`src/inc/aom_pkg.sv`:
```
// constants for the accelerometer operating mode control block
package aom_pkg;
	localparam logic [7:0] REG_CTRL = 8'h00;
	localparam logic [7:0] REG_STATUS = 8'h04;
	localparam logic [7:0] REG_ACC_XY = 8'h08;
	localparam logic [7:0] REG_ACC_ZT = 8'h0c;
	localparam logic [7:0] REG_ADC = 8'h10;
	localparam logic [31:0] CTRL_RESET = 32'h0000_0000;
	localparam int C_MODE = 0;
	localparam int C_QUIET = 2;
	localparam int C_AUTO = 3;
	localparam int C_WRATE = 4;
	localparam int C_ODR = 6;
	localparam int C_RANGE = 9;
	localparam int C_TEMP = 11;
	localparam int C_ADC = 12;
	localparam int C_TFIFO = 13;
	localparam int C_INT = 14;
	localparam int C_WAKE = 15;
	localparam int S_ACT = 2;
	localparam int S_DRDY = 3;
	localparam int S_SETTLED = 4;
	localparam int S_COMBO = 5;
	localparam logic [1:0] MODE_STBY = 2'h0;
	localparam logic [1:0] MODE_MEAS = 2'h1;
	localparam logic [1:0] MODE_WAKE = 2'h2;
	localparam logic [2:0] ODR_MAX_CODE = 3'h5;
	localparam logic [4:0] WAKE_SHIFT = 5'h05;
	localparam int CLK_HZ = 40_000_000;
	localparam int ODR_MAX_HZ = 400;
	localparam int FIRST_EXTRA_MS = 10;
	localparam int SETTLE_MS = 100;
	localparam int BASE_CYC = CLK_HZ / ODR_MAX_HZ;
	localparam int FIRST_EXTRA_CYC = CLK_HZ / 1000 * FIRST_EXTRA_MS;
	localparam int SETTLE_CYC = CLK_HZ / 1000 * SETTLE_MS;
	typedef enum logic [1:0] {ST_STBY, ST_MEAS, ST_WAKE} aom_state_e;
endpackage

```
`src/rtl/aom_mode_ctrl.sv`:
```
// operating mode control with ahb-lite register slave
//
// Register access over AHB-Lite and the address map were left to the implementer.
`timescale 1ns/1ps
module aom_mode_ctrl #(
	parameter int BASE_CYC = aom_pkg::BASE_CYC,
	parameter int FIRST_CYC = aom_pkg::FIRST_EXTRA_CYC,
	parameter int SETTLE_CYC = aom_pkg::SETTLE_CYC
) (
	input wire logic hclk,
	input wire logic hresetn,
	input wire logic hsel,
	input wire logic [31:0] haddr,
	input wire logic [1:0] htrans,
	input wire logic hwrite,
	input wire logic [2:0] hsize,
	input wire logic [31:0] hwdata,
	input wire logic hready,
	output logic [31:0] hrdata,
	output logic hreadyout,
	output logic hresp,
	output logic conv_start,
	input wire logic conv_done,
	input wire logic [13:0] acc_x,
	input wire logic [13:0] acc_y,
	input wire logic [13:0] acc_z,
	input wire logic [13:0] temp_data,
	input wire logic [13:0] adc_data,
	input wire logic act_detect,
	output logic act_single_sample,
	output logic afe_power,
	output logic temp_power,
	output logic adc_power,
	output logic quiet_sensing_option,
	output logic [1:0] range_sel,
	output logic fifo_push,
	output logic fifo_temp_en,
	output logic int_out,
	output logic wake_out
);
	typedef struct packed {
		aom_pkg::aom_state_e st;
		logic [31:0] ctrl;
		logic [31:0] cnt;
		logic busy;
		logic [31:0] settle;
		logic act_flag;
		logic drdy;
		logic combo_err;
		logic [13:0] x;
		logic [13:0] y;
		logic [13:0] z;
		logic [13:0] t;
		logic [13:0] a;
		logic conv_start;
		logic fifo_push;
		logic ph_wr;
		logic [7:0] ph_addr;
		logic [31:0] rdata;
	} aom_ctl_s;

	localparam aom_ctl_s RST = '0;

	aom_ctl_s r_reg;
	aom_ctl_s r_next;

	// only three modes exist; the spare code falls back to standby
	function automatic aom_pkg::aom_state_e to_state(input logic [1:0] code);
		aom_pkg::aom_state_e s;
		s = aom_pkg::ST_STBY;
		if (code == aom_pkg::MODE_MEAS) begin
			s = aom_pkg::ST_MEAS;
		end else if (code == aom_pkg::MODE_WAKE) begin
			s = aom_pkg::ST_WAKE;
		end
		return s;
	endfunction

	function automatic logic [1:0] st_code(input aom_pkg::aom_state_e s);
		logic [1:0] c;
		c = aom_pkg::MODE_STBY;
		if (s == aom_pkg::ST_MEAS) begin
			c = aom_pkg::MODE_MEAS;
		end else if (s == aom_pkg::ST_WAKE) begin
			c = aom_pkg::MODE_WAKE;
		end
		return c;
	endfunction

	// cycles to the next sample boundary, minus one for the down counter
	function automatic logic [31:0] period(input aom_pkg::aom_state_e s, input logic [31:0] c);
		logic [2:0] odr;
		logic [31:0] p;
		odr = c[aom_pkg::C_ODR +: 3];
		if (odr > aom_pkg::ODR_MAX_CODE) begin
			odr = aom_pkg::ODR_MAX_CODE;
		end
		if (s == aom_pkg::ST_WAKE) begin
			p = 32'(BASE_CYC) << (aom_pkg::WAKE_SHIFT + {3'h0, c[aom_pkg::C_WRATE +: 2]});
		end else begin
			p = 32'(BASE_CYC) << (aom_pkg::ODR_MAX_CODE - odr);
		end
		return p - 32'h0000_0001;
	endfunction

	function automatic logic [31:0] rd(input aom_ctl_s s, input logic [7:0] addr);
		logic [31:0] d;
		d = 32'h0000_0000;
		unique case (addr)
			aom_pkg::REG_CTRL: d = s.ctrl;
			aom_pkg::REG_STATUS: begin
				d[1:0] = st_code(s.st);
				d[aom_pkg::S_ACT] = s.act_flag;
				d[aom_pkg::S_DRDY] = s.drdy;
				d[aom_pkg::S_SETTLED] = (s.st == aom_pkg::ST_MEAS) && (s.settle == 32'h0);
				d[aom_pkg::S_COMBO] = s.combo_err;
			end
			aom_pkg::REG_ACC_XY: d = {2'h0, s.y, 2'h0, s.x};
			aom_pkg::REG_ACC_ZT: d = {2'h0, s.t, 2'h0, s.z};
			aom_pkg::REG_ADC: d = {18'h0, s.a};
			default: d = 32'h0000_0000;
		endcase
		return d;
	endfunction

	logic acc;
	logic tick;
	logic auto_go;
	aom_pkg::aom_state_e req;

	always_comb begin
		r_next = r_reg;
		r_next.conv_start = 1'b0;
		r_next.fifo_push = 1'b0;
		acc = hsel && hready && htrans[1];
		tick = (r_reg.st != aom_pkg::ST_STBY) && (r_reg.cnt == 32'h0);
		auto_go = 1'b0;
		// data phase of a write; status bits clear by writing one
		if (r_reg.ph_wr) begin
			if (r_reg.ph_addr == aom_pkg::REG_CTRL) begin
				r_next.ctrl = hwdata;
				if (hwdata[aom_pkg::C_MODE +: 2] == aom_pkg::MODE_WAKE && hwdata[aom_pkg::C_QUIET]) begin
					// refused: the pair is not supported, fall back to standby
					r_next.ctrl[aom_pkg::C_MODE +: 2] = aom_pkg::MODE_STBY;
					r_next.combo_err = 1'b1;
				end
			end else if (r_reg.ph_addr == aom_pkg::REG_STATUS) begin
				if (hwdata[aom_pkg::S_ACT]) begin
					r_next.act_flag = 1'b0;
				end
				if (hwdata[aom_pkg::S_DRDY]) begin
					r_next.drdy = 1'b0;
				end
				if (hwdata[aom_pkg::S_COMBO]) begin
					r_next.combo_err = 1'b0;
				end
			end
		end
		req = to_state(r_next.ctrl[aom_pkg::C_MODE +: 2]);
		if (r_reg.settle != 32'h0) begin
			r_next.settle = r_reg.settle - 32'h0000_0001;
		end
		unique case (r_reg.st)
			aom_pkg::ST_STBY: begin
				// nothing is sampled here, so a new mode starts at once
				if (req != aom_pkg::ST_STBY) begin
					r_next.st = req;
					r_next.cnt = period(req, r_next.ctrl);
					if (req == aom_pkg::ST_WAKE) begin
						r_next.cnt = r_next.cnt + 32'(FIRST_CYC);
					end else begin
						r_next.settle = 32'(SETTLE_CYC);
					end
				end
			end
			aom_pkg::ST_MEAS, aom_pkg::ST_WAKE: begin
				if (req == aom_pkg::ST_STBY) begin
					r_next.st = aom_pkg::ST_STBY;
					r_next.busy = 1'b0;
				end else if (tick) begin
					r_next.conv_start = 1'b1;
					r_next.busy = 1'b1;
					r_next.st = req;
					r_next.cnt = period(req, r_next.ctrl);
					if (req == aom_pkg::ST_MEAS && r_reg.st != aom_pkg::ST_MEAS) begin
						r_next.settle = 32'(SETTLE_CYC);
					end
				end else begin
					r_next.cnt = r_reg.cnt - 32'h0000_0001;
				end
			end
		endcase
		// one result set per boundary keeps all enabled channels in step
		if (conv_done && r_reg.busy && req != aom_pkg::ST_STBY && r_reg.st != aom_pkg::ST_STBY) begin
			r_next.busy = 1'b0;
			r_next.x = acc_x;
			r_next.y = acc_y;
			r_next.z = acc_z;
			if (r_reg.ctrl[aom_pkg::C_TEMP]) begin
				r_next.t = temp_data;
			end
			if (r_reg.ctrl[aom_pkg::C_ADC]) begin
				r_next.a = adc_data;
			end
			r_next.drdy = 1'b1;
			r_next.fifo_push = 1'b1;
			if (act_detect) begin
				r_next.act_flag = 1'b1;
				auto_go = (r_reg.st == aom_pkg::ST_WAKE) && r_reg.ctrl[aom_pkg::C_AUTO];
			end
		end
		// without activity wake-up simply keeps its own cadence
		if (auto_go) begin
			r_next.st = aom_pkg::ST_MEAS;
			r_next.ctrl[aom_pkg::C_MODE +: 2] = aom_pkg::MODE_MEAS;
			r_next.cnt = period(aom_pkg::ST_MEAS, r_next.ctrl);
			r_next.settle = 32'(SETTLE_CYC);
		end
		r_next.ph_wr = acc && hwrite;
		if (acc) begin
			r_next.ph_addr = haddr[7:0];
			if (!hwrite) begin
				r_next.rdata = rd(r_next, haddr[7:0]);
			end
		end
	end

	always_ff @(posedge hclk or negedge hresetn) begin
		if (!hresetn) begin
			r_reg <= RST;
		end else begin
			r_reg <= r_next;
		end
	end

	assign hrdata = r_reg.rdata;
	assign hreadyout = 1'b1;
	assign hresp = 1'b0;
	assign conv_start = r_reg.conv_start;
	assign fifo_push = r_reg.fifo_push;
	assign fifo_temp_en = r_reg.ctrl[aom_pkg::C_TFIFO] && r_reg.ctrl[aom_pkg::C_TEMP];
	// sensing electronics always powered in measure, in wake-up only around a sample
	assign afe_power = (r_reg.st == aom_pkg::ST_MEAS) || (r_reg.st == aom_pkg::ST_WAKE && r_reg.busy);
	assign temp_power = afe_power && r_reg.ctrl[aom_pkg::C_TEMP];
	assign adc_power = afe_power && r_reg.ctrl[aom_pkg::C_ADC];
	assign quiet_sensing_option = r_reg.ctrl[aom_pkg::C_QUIET] && (r_reg.st == aom_pkg::ST_MEAS);
	assign range_sel = r_reg.ctrl[aom_pkg::C_RANGE +: 2];
	assign act_single_sample = (r_reg.st == aom_pkg::ST_WAKE);
	assign int_out = r_reg.act_flag && r_reg.ctrl[aom_pkg::C_INT];
	assign wake_out = r_reg.act_flag && r_reg.ctrl[aom_pkg::C_WAKE];
endmodule

```
`config.mk`:
```
export PLATFORM = sky130hd
export DESIGN_NAME = aom_mode_ctrl
export DESIGN_NICKNAME = d
export VERILOG_FILES = /design/src/inc/aom_pkg.sv /design/src/rtl/aom_mode_ctrl.sv
export SDC_FILE = /design/constraint.sdc
export NUM_CORES = 1
export LEC_CHECK = 0
export ABC_AREA = 1
export BUFFER_PORTS_ARGS = -buffer_cell sky130_fd_sc_hd__buf_4
export CAP_MARGIN = 20
export CORE_ASPECT_RATIO = 0.5
export CORE_MARGIN = 2
export CORE_UTILIZATION = 40
export CTS_BUF_LIST = sky130_fd_sc_hd__clkbuf_16
export CTS_CLUSTER_SIZE = 30
export DETAILED_ROUTE_END_ITERATION = 10
export PLACE_DENSITY = 0.59
export REMOVE_ABC_BUFFERS = 1
export SLEW_MARGIN = 40
export SYNTH_ARGS = -nofsm -noshare
export SYNTH_HDL_FRONTEND = slang
export SYNTH_SLANG_ARGS = --single-unit
```
`constraint.sdc`:
```
create_clock -name hclk -period 8.5 [get_ports hclk]
set_input_delay 0.425 -clock hclk [delete_from_list [all_inputs] [get_ports hclk]]
set_output_delay 0.425 -clock hclk [all_outputs]
set_load 0.03 [all_outputs]
```
### Word-level counts from Yosys, hierarchy flattened

Index checks and enable logic that the tools add are counted.

| storage, ports and cells | value |
|---|---|
| word-level logic and storage cells | 150 |
| latch bits | 0 |
| bits in read-only memories | 0 |
| flip-flop bits (word level) | 215 |
| memories | 0 |
| output and inout port bits | 46 |
| memory bits (writable) | 0 |
| input port bits | 146 |

| cells by class | value |
|---|---|
| magnitude comparators | 1 |
| shift-type cells | 4 |
| reduce and logical (&&, ||, !) cells | 34 |
| multiply operators | 0 |
| divide/modulo/power cells | 0 |
| muxes and demuxes | 65 |
| add/subtract/negate cells | 10 |
| bitwise gates (word level) | 1 |
| equality and inequality tests | 17 |

Operator list:

| kind | number |
|---|---|
| $mux 32 | 20 |
| $sub 32x1->32 const B | 5 |
| $pmux 32 s2 | 2 |
| $pmux 26 s4 | 1 |
| $shl 17x3->32 const A | 3 |
| $mux 70 | 1 |
| $logic_not 32->1 | 2 |
| $mux 34 | 1 |
| $mux 33 | 1 |
| $add 32x19->32 const B | 1 |
| $reduce_bool 32->1 | 1 |
| $shl 17x4->32 const A | 1 |
| $pmux 6 s5 | 1 |
| $mux 14 | 2 |
| $mux 3 | 9 |
| $mux 2 | 11 |
| $logic_and 1x1->1 | 18 |
| $eq 8x3->1 const B | 2 |
| $eq 8x4->1 const B | 2 |
| $logic_not 8->1 | 2 |
| $mux 1 | 15 |
| $eq 2x2->1 const B | 5 |
| $sub 3x3->3 const A | 3 |
| $eq 2x1->1 const B | 4 |
| other kinds (13) | 19 |

### Longest topological paths before layout

| depth | value |
|---|---|
| depth after elaboration | 23 |
| mapped depth | 35 |
| gate-level depth less buffers | 34 |

### Worst setup path after synthesis

OpenSTA, ideal clock, no wires.

| timing path | value |
|---|---|
| kind | flip-flop to flip-flop |
| start | register r_reg[39] (netlist bit) |
| end | register r_reg[170] (netlist bit) |
| path buffers | 4 |
| setup time | 0.127 ns |
| required time | 8.373 ns |
| arrival time | 4.188 ns |
| clock period less this slack | 4.315 ns |
| setup slack | 4.185 ns |
| stages on the path, launching flop included | 33 |
| cell sequence | dfrtp_1 -> nor2_1 -> nand2_1 -> nor2_4 -> nand2_4 -> clkbuf_1 -> nand2_1 -> o21ai_0 -> inv_1 -> ha_1 -> clkbuf_1 -> clkbuf_1 -> buf_1 -> o21ai_0 -> inv_1 -> ha_1 -> inv_1 -> a21oi_1 -> nand3_1 -> inv_1 -> nand2_2 -> nor2_4 -> nand2_1 -> nand2_4 -> nand3_1 -> nor2_2 -> nand2_2 -> nand2_4 -> nand3_2 -> nand3_1 -> nand2_1 -> nand2_1 -> o21ai_0 |

| between the ends | value |
|---|---|
| word-level cells in the longest chain between the ends | 19 |
| elaborated cells on any way between the ends | 50 |
| classes of those cells | add/sub: 8; order compare: 1; eq/ne: 5; shift: 4; mux: 26; reduce/logical: 6 |

RTL lines:

| element | RTL line | text |
|---|---|---|
| from (decl) | aom_mode_ctrl.sv:64 | `aom_ctl_s r_reg;` |
| from (signal assigned) | aom_mode_ctrl.sv:232 | `r_reg <= r_next;` |
| $logic_not 8->1 (*) | aom_mode_ctrl.sv:140 | `if (r_reg.ph_addr == aom_pkg::REG_CTRL) begin` |
| $mux 32 (*) | aom_mode_ctrl.sv:140 |  |
| $mux 32 (*) | aom_mode_ctrl.sv:139 | `if (r_reg.ph_wr) begin` |
| branches (longest 16 deep; another with $sub 32x1->32) | -- |  |

Every way passes the cells marked *. The select of a mux whose other input is x is not followed.
A chain may end at the register's enable or synchronous reset.

==> impl_metrics.py <==
metrics = {
    "yosys": {
        "synth_top_flop_cell": "dfrtp_1",
        "synth.distinct_cells": 59,
        "syn_avg_cell_area_um2": 7.59,
        "ys_async_sr_fraction": 1.00,
        "netlist_area_um2": 12900,
        "seq_area_frac_synth": 0.416,
        "yosysWarnings": 0,
        "synth_edf_count": 0,
        "ys_ff_latch": 215,
        "syn_inst": 1703,
    },
    "critical_path": {
        "critPathKind": "reg -> reg",
        "cp-start-kind": "flip-flop",
        "r2r_slack_ns": 2.85,
        "reg2reg_to": "hrdata[4]",
        "cp_data_required_time_ns": 8.97,
        "r2r_cells": 23,
        "worstPathArrival_ns": 6.12,
        "r2r-start": "r_reg[34]",
        "endpoint_kind": "flip-flop",
        "cp_max_fo": 48,
    },
    "status": {
        "status": "finished clean",
    },
    "finish": {
        "syn_to_final_growth_pct": 17.2,
        "final_nets": 1986,
        "final_common_cell": "nand2_1",
        "largest_reg_flops": 179,
        "multi_input_area_um2": 6400,
        "layout-drive-gt1-share": 0.187,
        "layoutNonFillerInstCount": 2266,
        "final_cell_mix": "527 x nand2_1, 215 x dfrtp_1, 176 x buf_4",
        "fillers": 3187,
        "ff_latch_area_um2": 5380,
    },
    "timing": {
        "finalClockSkew_ns": 0.0230,
        "relSlewSlack": 0.416,
        "final_max_slew_viol_count": 0,
        "max_freq_mhz": 177,
        "tightestPinTransition_ns": 0.867,
        "rsz0062_at_grt": "false",
        "final-setup-viol-count": 0,
        "report.final.hold_viol_count": 0,
        "fin_crit_sh": 0.664,
        "finalSetupTns_ns": 0,
        "min_period_ns": 5.65,
    },
    "die": {
        "rows": 46,
        "start_util": 0.407,
        "core_um2": 31700,
        "die_w_um": 258,
        "die_h_um": 131,
        "dieArea_um2": 33800,
        "ios": 192,
    },
    "placement": {
        "post-dp-hpwl_mm": 27.4,
        "portBuffers": 161,
        "gp_congestion": 0.915,
        "dp.cells": 2222,
    },
    "detailed_routing": {
        "firstDrtPassIters": 5,
        "viasPerCell": 5.14,
        "post_drt_wl_per_cell_um": 17.0,
        "drtAntennaViolNets": 0,
        "wirelength_mm": 38.5,
        "drc": 0,
        "drt-initial-drc-count": 858,
        "via_count": 11655,
    },
    "clock_network": {
        "hold_buffers": 1,
        "h-tree-depth": 1,
        "clkLatencyLatePin_ns": 0.54,
        "postCtsSetupBuffers": 0,
        "post_cts_resized": 0,
        "clockBufferDepth": 3,
        "numCtsBuffers": 23,
        "cts-root-buf": "clkbuf_16",
        "clock_sinks": 215,
        "cts_tree": "yes",
        "clk_pin_slew_ns": 0.06,
    },
    "worst_hold_path": {
        "hp-class": "in -> reg",
        "worst_hold_path.num_cells": 3,
        "min_from": "acc_z[7]",
        "hold_end": "r_reg[78]",
    },
    "run": {
        "maxCapViolations": 0,
    },
    "grt": {
        "grt_max_degree": 86,
        "grt-ovfl-total": 0,
        "grt_pass1_wl_mm": 61.4,
        "antenna_found_initial": 1,
        "grt_use_total": 0.230,
        "grt_pass1_vias": 11265,
    },
    "pwr": {
        "pwr_density_cell_nw_per_um2": 253,
        "max-vdd-ir-drop_mv": 0.145,
        "cellLeakagePower_nw": 7.77,
    },
}
[report_power, final]
part           switching, mW  total [mW]  internal [mW]
Sequential            0.0996        1.25           1.15
Combinational           1.04        1.53          0.490
Clock                  0.451        1.05          0.594
Total                   1.59        3.83           2.24
[layer usage]
layer | GRT usage | part of all wire
met3 | 0.0419 | 0.059
met5 | 0 | 0
met1 | 0.316 | 0.46
met4 | 0.0530 | 0.021
met2 | 0.380 | 0.46
[synth_stat cells (14+ instances only)]
master,count,area (µm²)
a21o_1,14,105
a21oi_1,53,265
a31oi_1,18,113
buf_4,39,293
clkbuf_1,45,169
dfrtp_1,215,5380
ha_1,24,300
inv_1,168,631
mux2_2,33,372
nand2_1,527,1980
nand2_2,20,125
nand3_1,84,420
nand4_1,22,138
nor2_1,132,495
nor3_1,27,135
nor4_1,16,100
o21ai_0,81,405
xor2_1,29,254
[final cells by class]
cell class,count,area share
Clock inverter,19,0.0128
Tap cell,432,0.0357
Inverter,180,0.0450
Multi-Input combinational cell,1216,0.422
Sequential cell,215,0.355
Clock buffer,23,0.0380
Timing Repair Buffer,180,0.0904
Antenna cell,1,0.000165
[critical path: stages, from the launching register on]
cell and delay (ns):
dfrtp_1 0.37, nor2_1 0.05, nand2_1 0.10, nor2_4 0.06, nand2_4 0.32, clkinv_2 0.52
nand3_1 0.24, o21ai_0 0.15, ha_1 0.40, inv_1 0.17, nand4_1 0.11, buf_4 0.31
nor4_2 0.21, buf_4 0.31, clkinv_1 0.73, o211ai_1 0.47, nand3_1 0.22, nor2_1 0.14
nand2_1 0.07, nor3_1 0.17, nand3_1 0.13, nand3b_1 0.12, nand2_1 0.06, nand2_1 0.07
[through the flow]
step / power [mW] / utilization / worst slack, ns / hold slack [ns] / cell area, µm²
2_1_floorplan: 2.32 / - / 1.97 / 0.129 / 12400
3_3_place_gp: 2.77 / 0.452 / 2.93 / 0.459 / 14300
3_5_place_dp: 2.78 / 0.453 / 2.86 / 0.462 / 14400
4_1_cts: 3.84 / 0.477 / 2.84 / 0.0758 / 15100
5_1_grt: 4.10 / 0.477 / 2.23 / 0.0994 / 15100
6_report: 3.83 / 0.477 / 2.85 / 0.0982 / 15100
[how the worst max path moves through the flow]
stage               cells after the start  slack [ns]      start   endpoint
floorplan                              21        1.97  r_reg[39]  hrdata[4]
CTS                                    24        2.84  r_reg[35]  hrdata[4]
detailed placement                     24        2.86  r_reg[35]  hrdata[4]
global placement                       25        2.93  r_reg[35]  hrdata[4]
global route                           23        2.23  r_reg[35]  hrdata[4]
finish                                 23        2.85  r_reg[34]  hrdata[4]
[logic make-up (layout without fill, tap and decap cells)]
kind of cell | count (synthesis) | in the layout | synth area share
AOI/OAI and AO/OA | 235 | 235 | 0.110
xor gates and xnor gates | 31 | 31 | 0.0210
adders and majority gates | 24 | 24 | 0.0232
buffers and inverters | 272 | 402 | 0.0910
DFF | 215 | 215 | 0.416
muxes | 33 | 33 | 0.0288
other | 2 | 3 | 0.000581
and+or+nand+nor | 891 | 891 | 0.309
(Power assumes the default switching activity.)
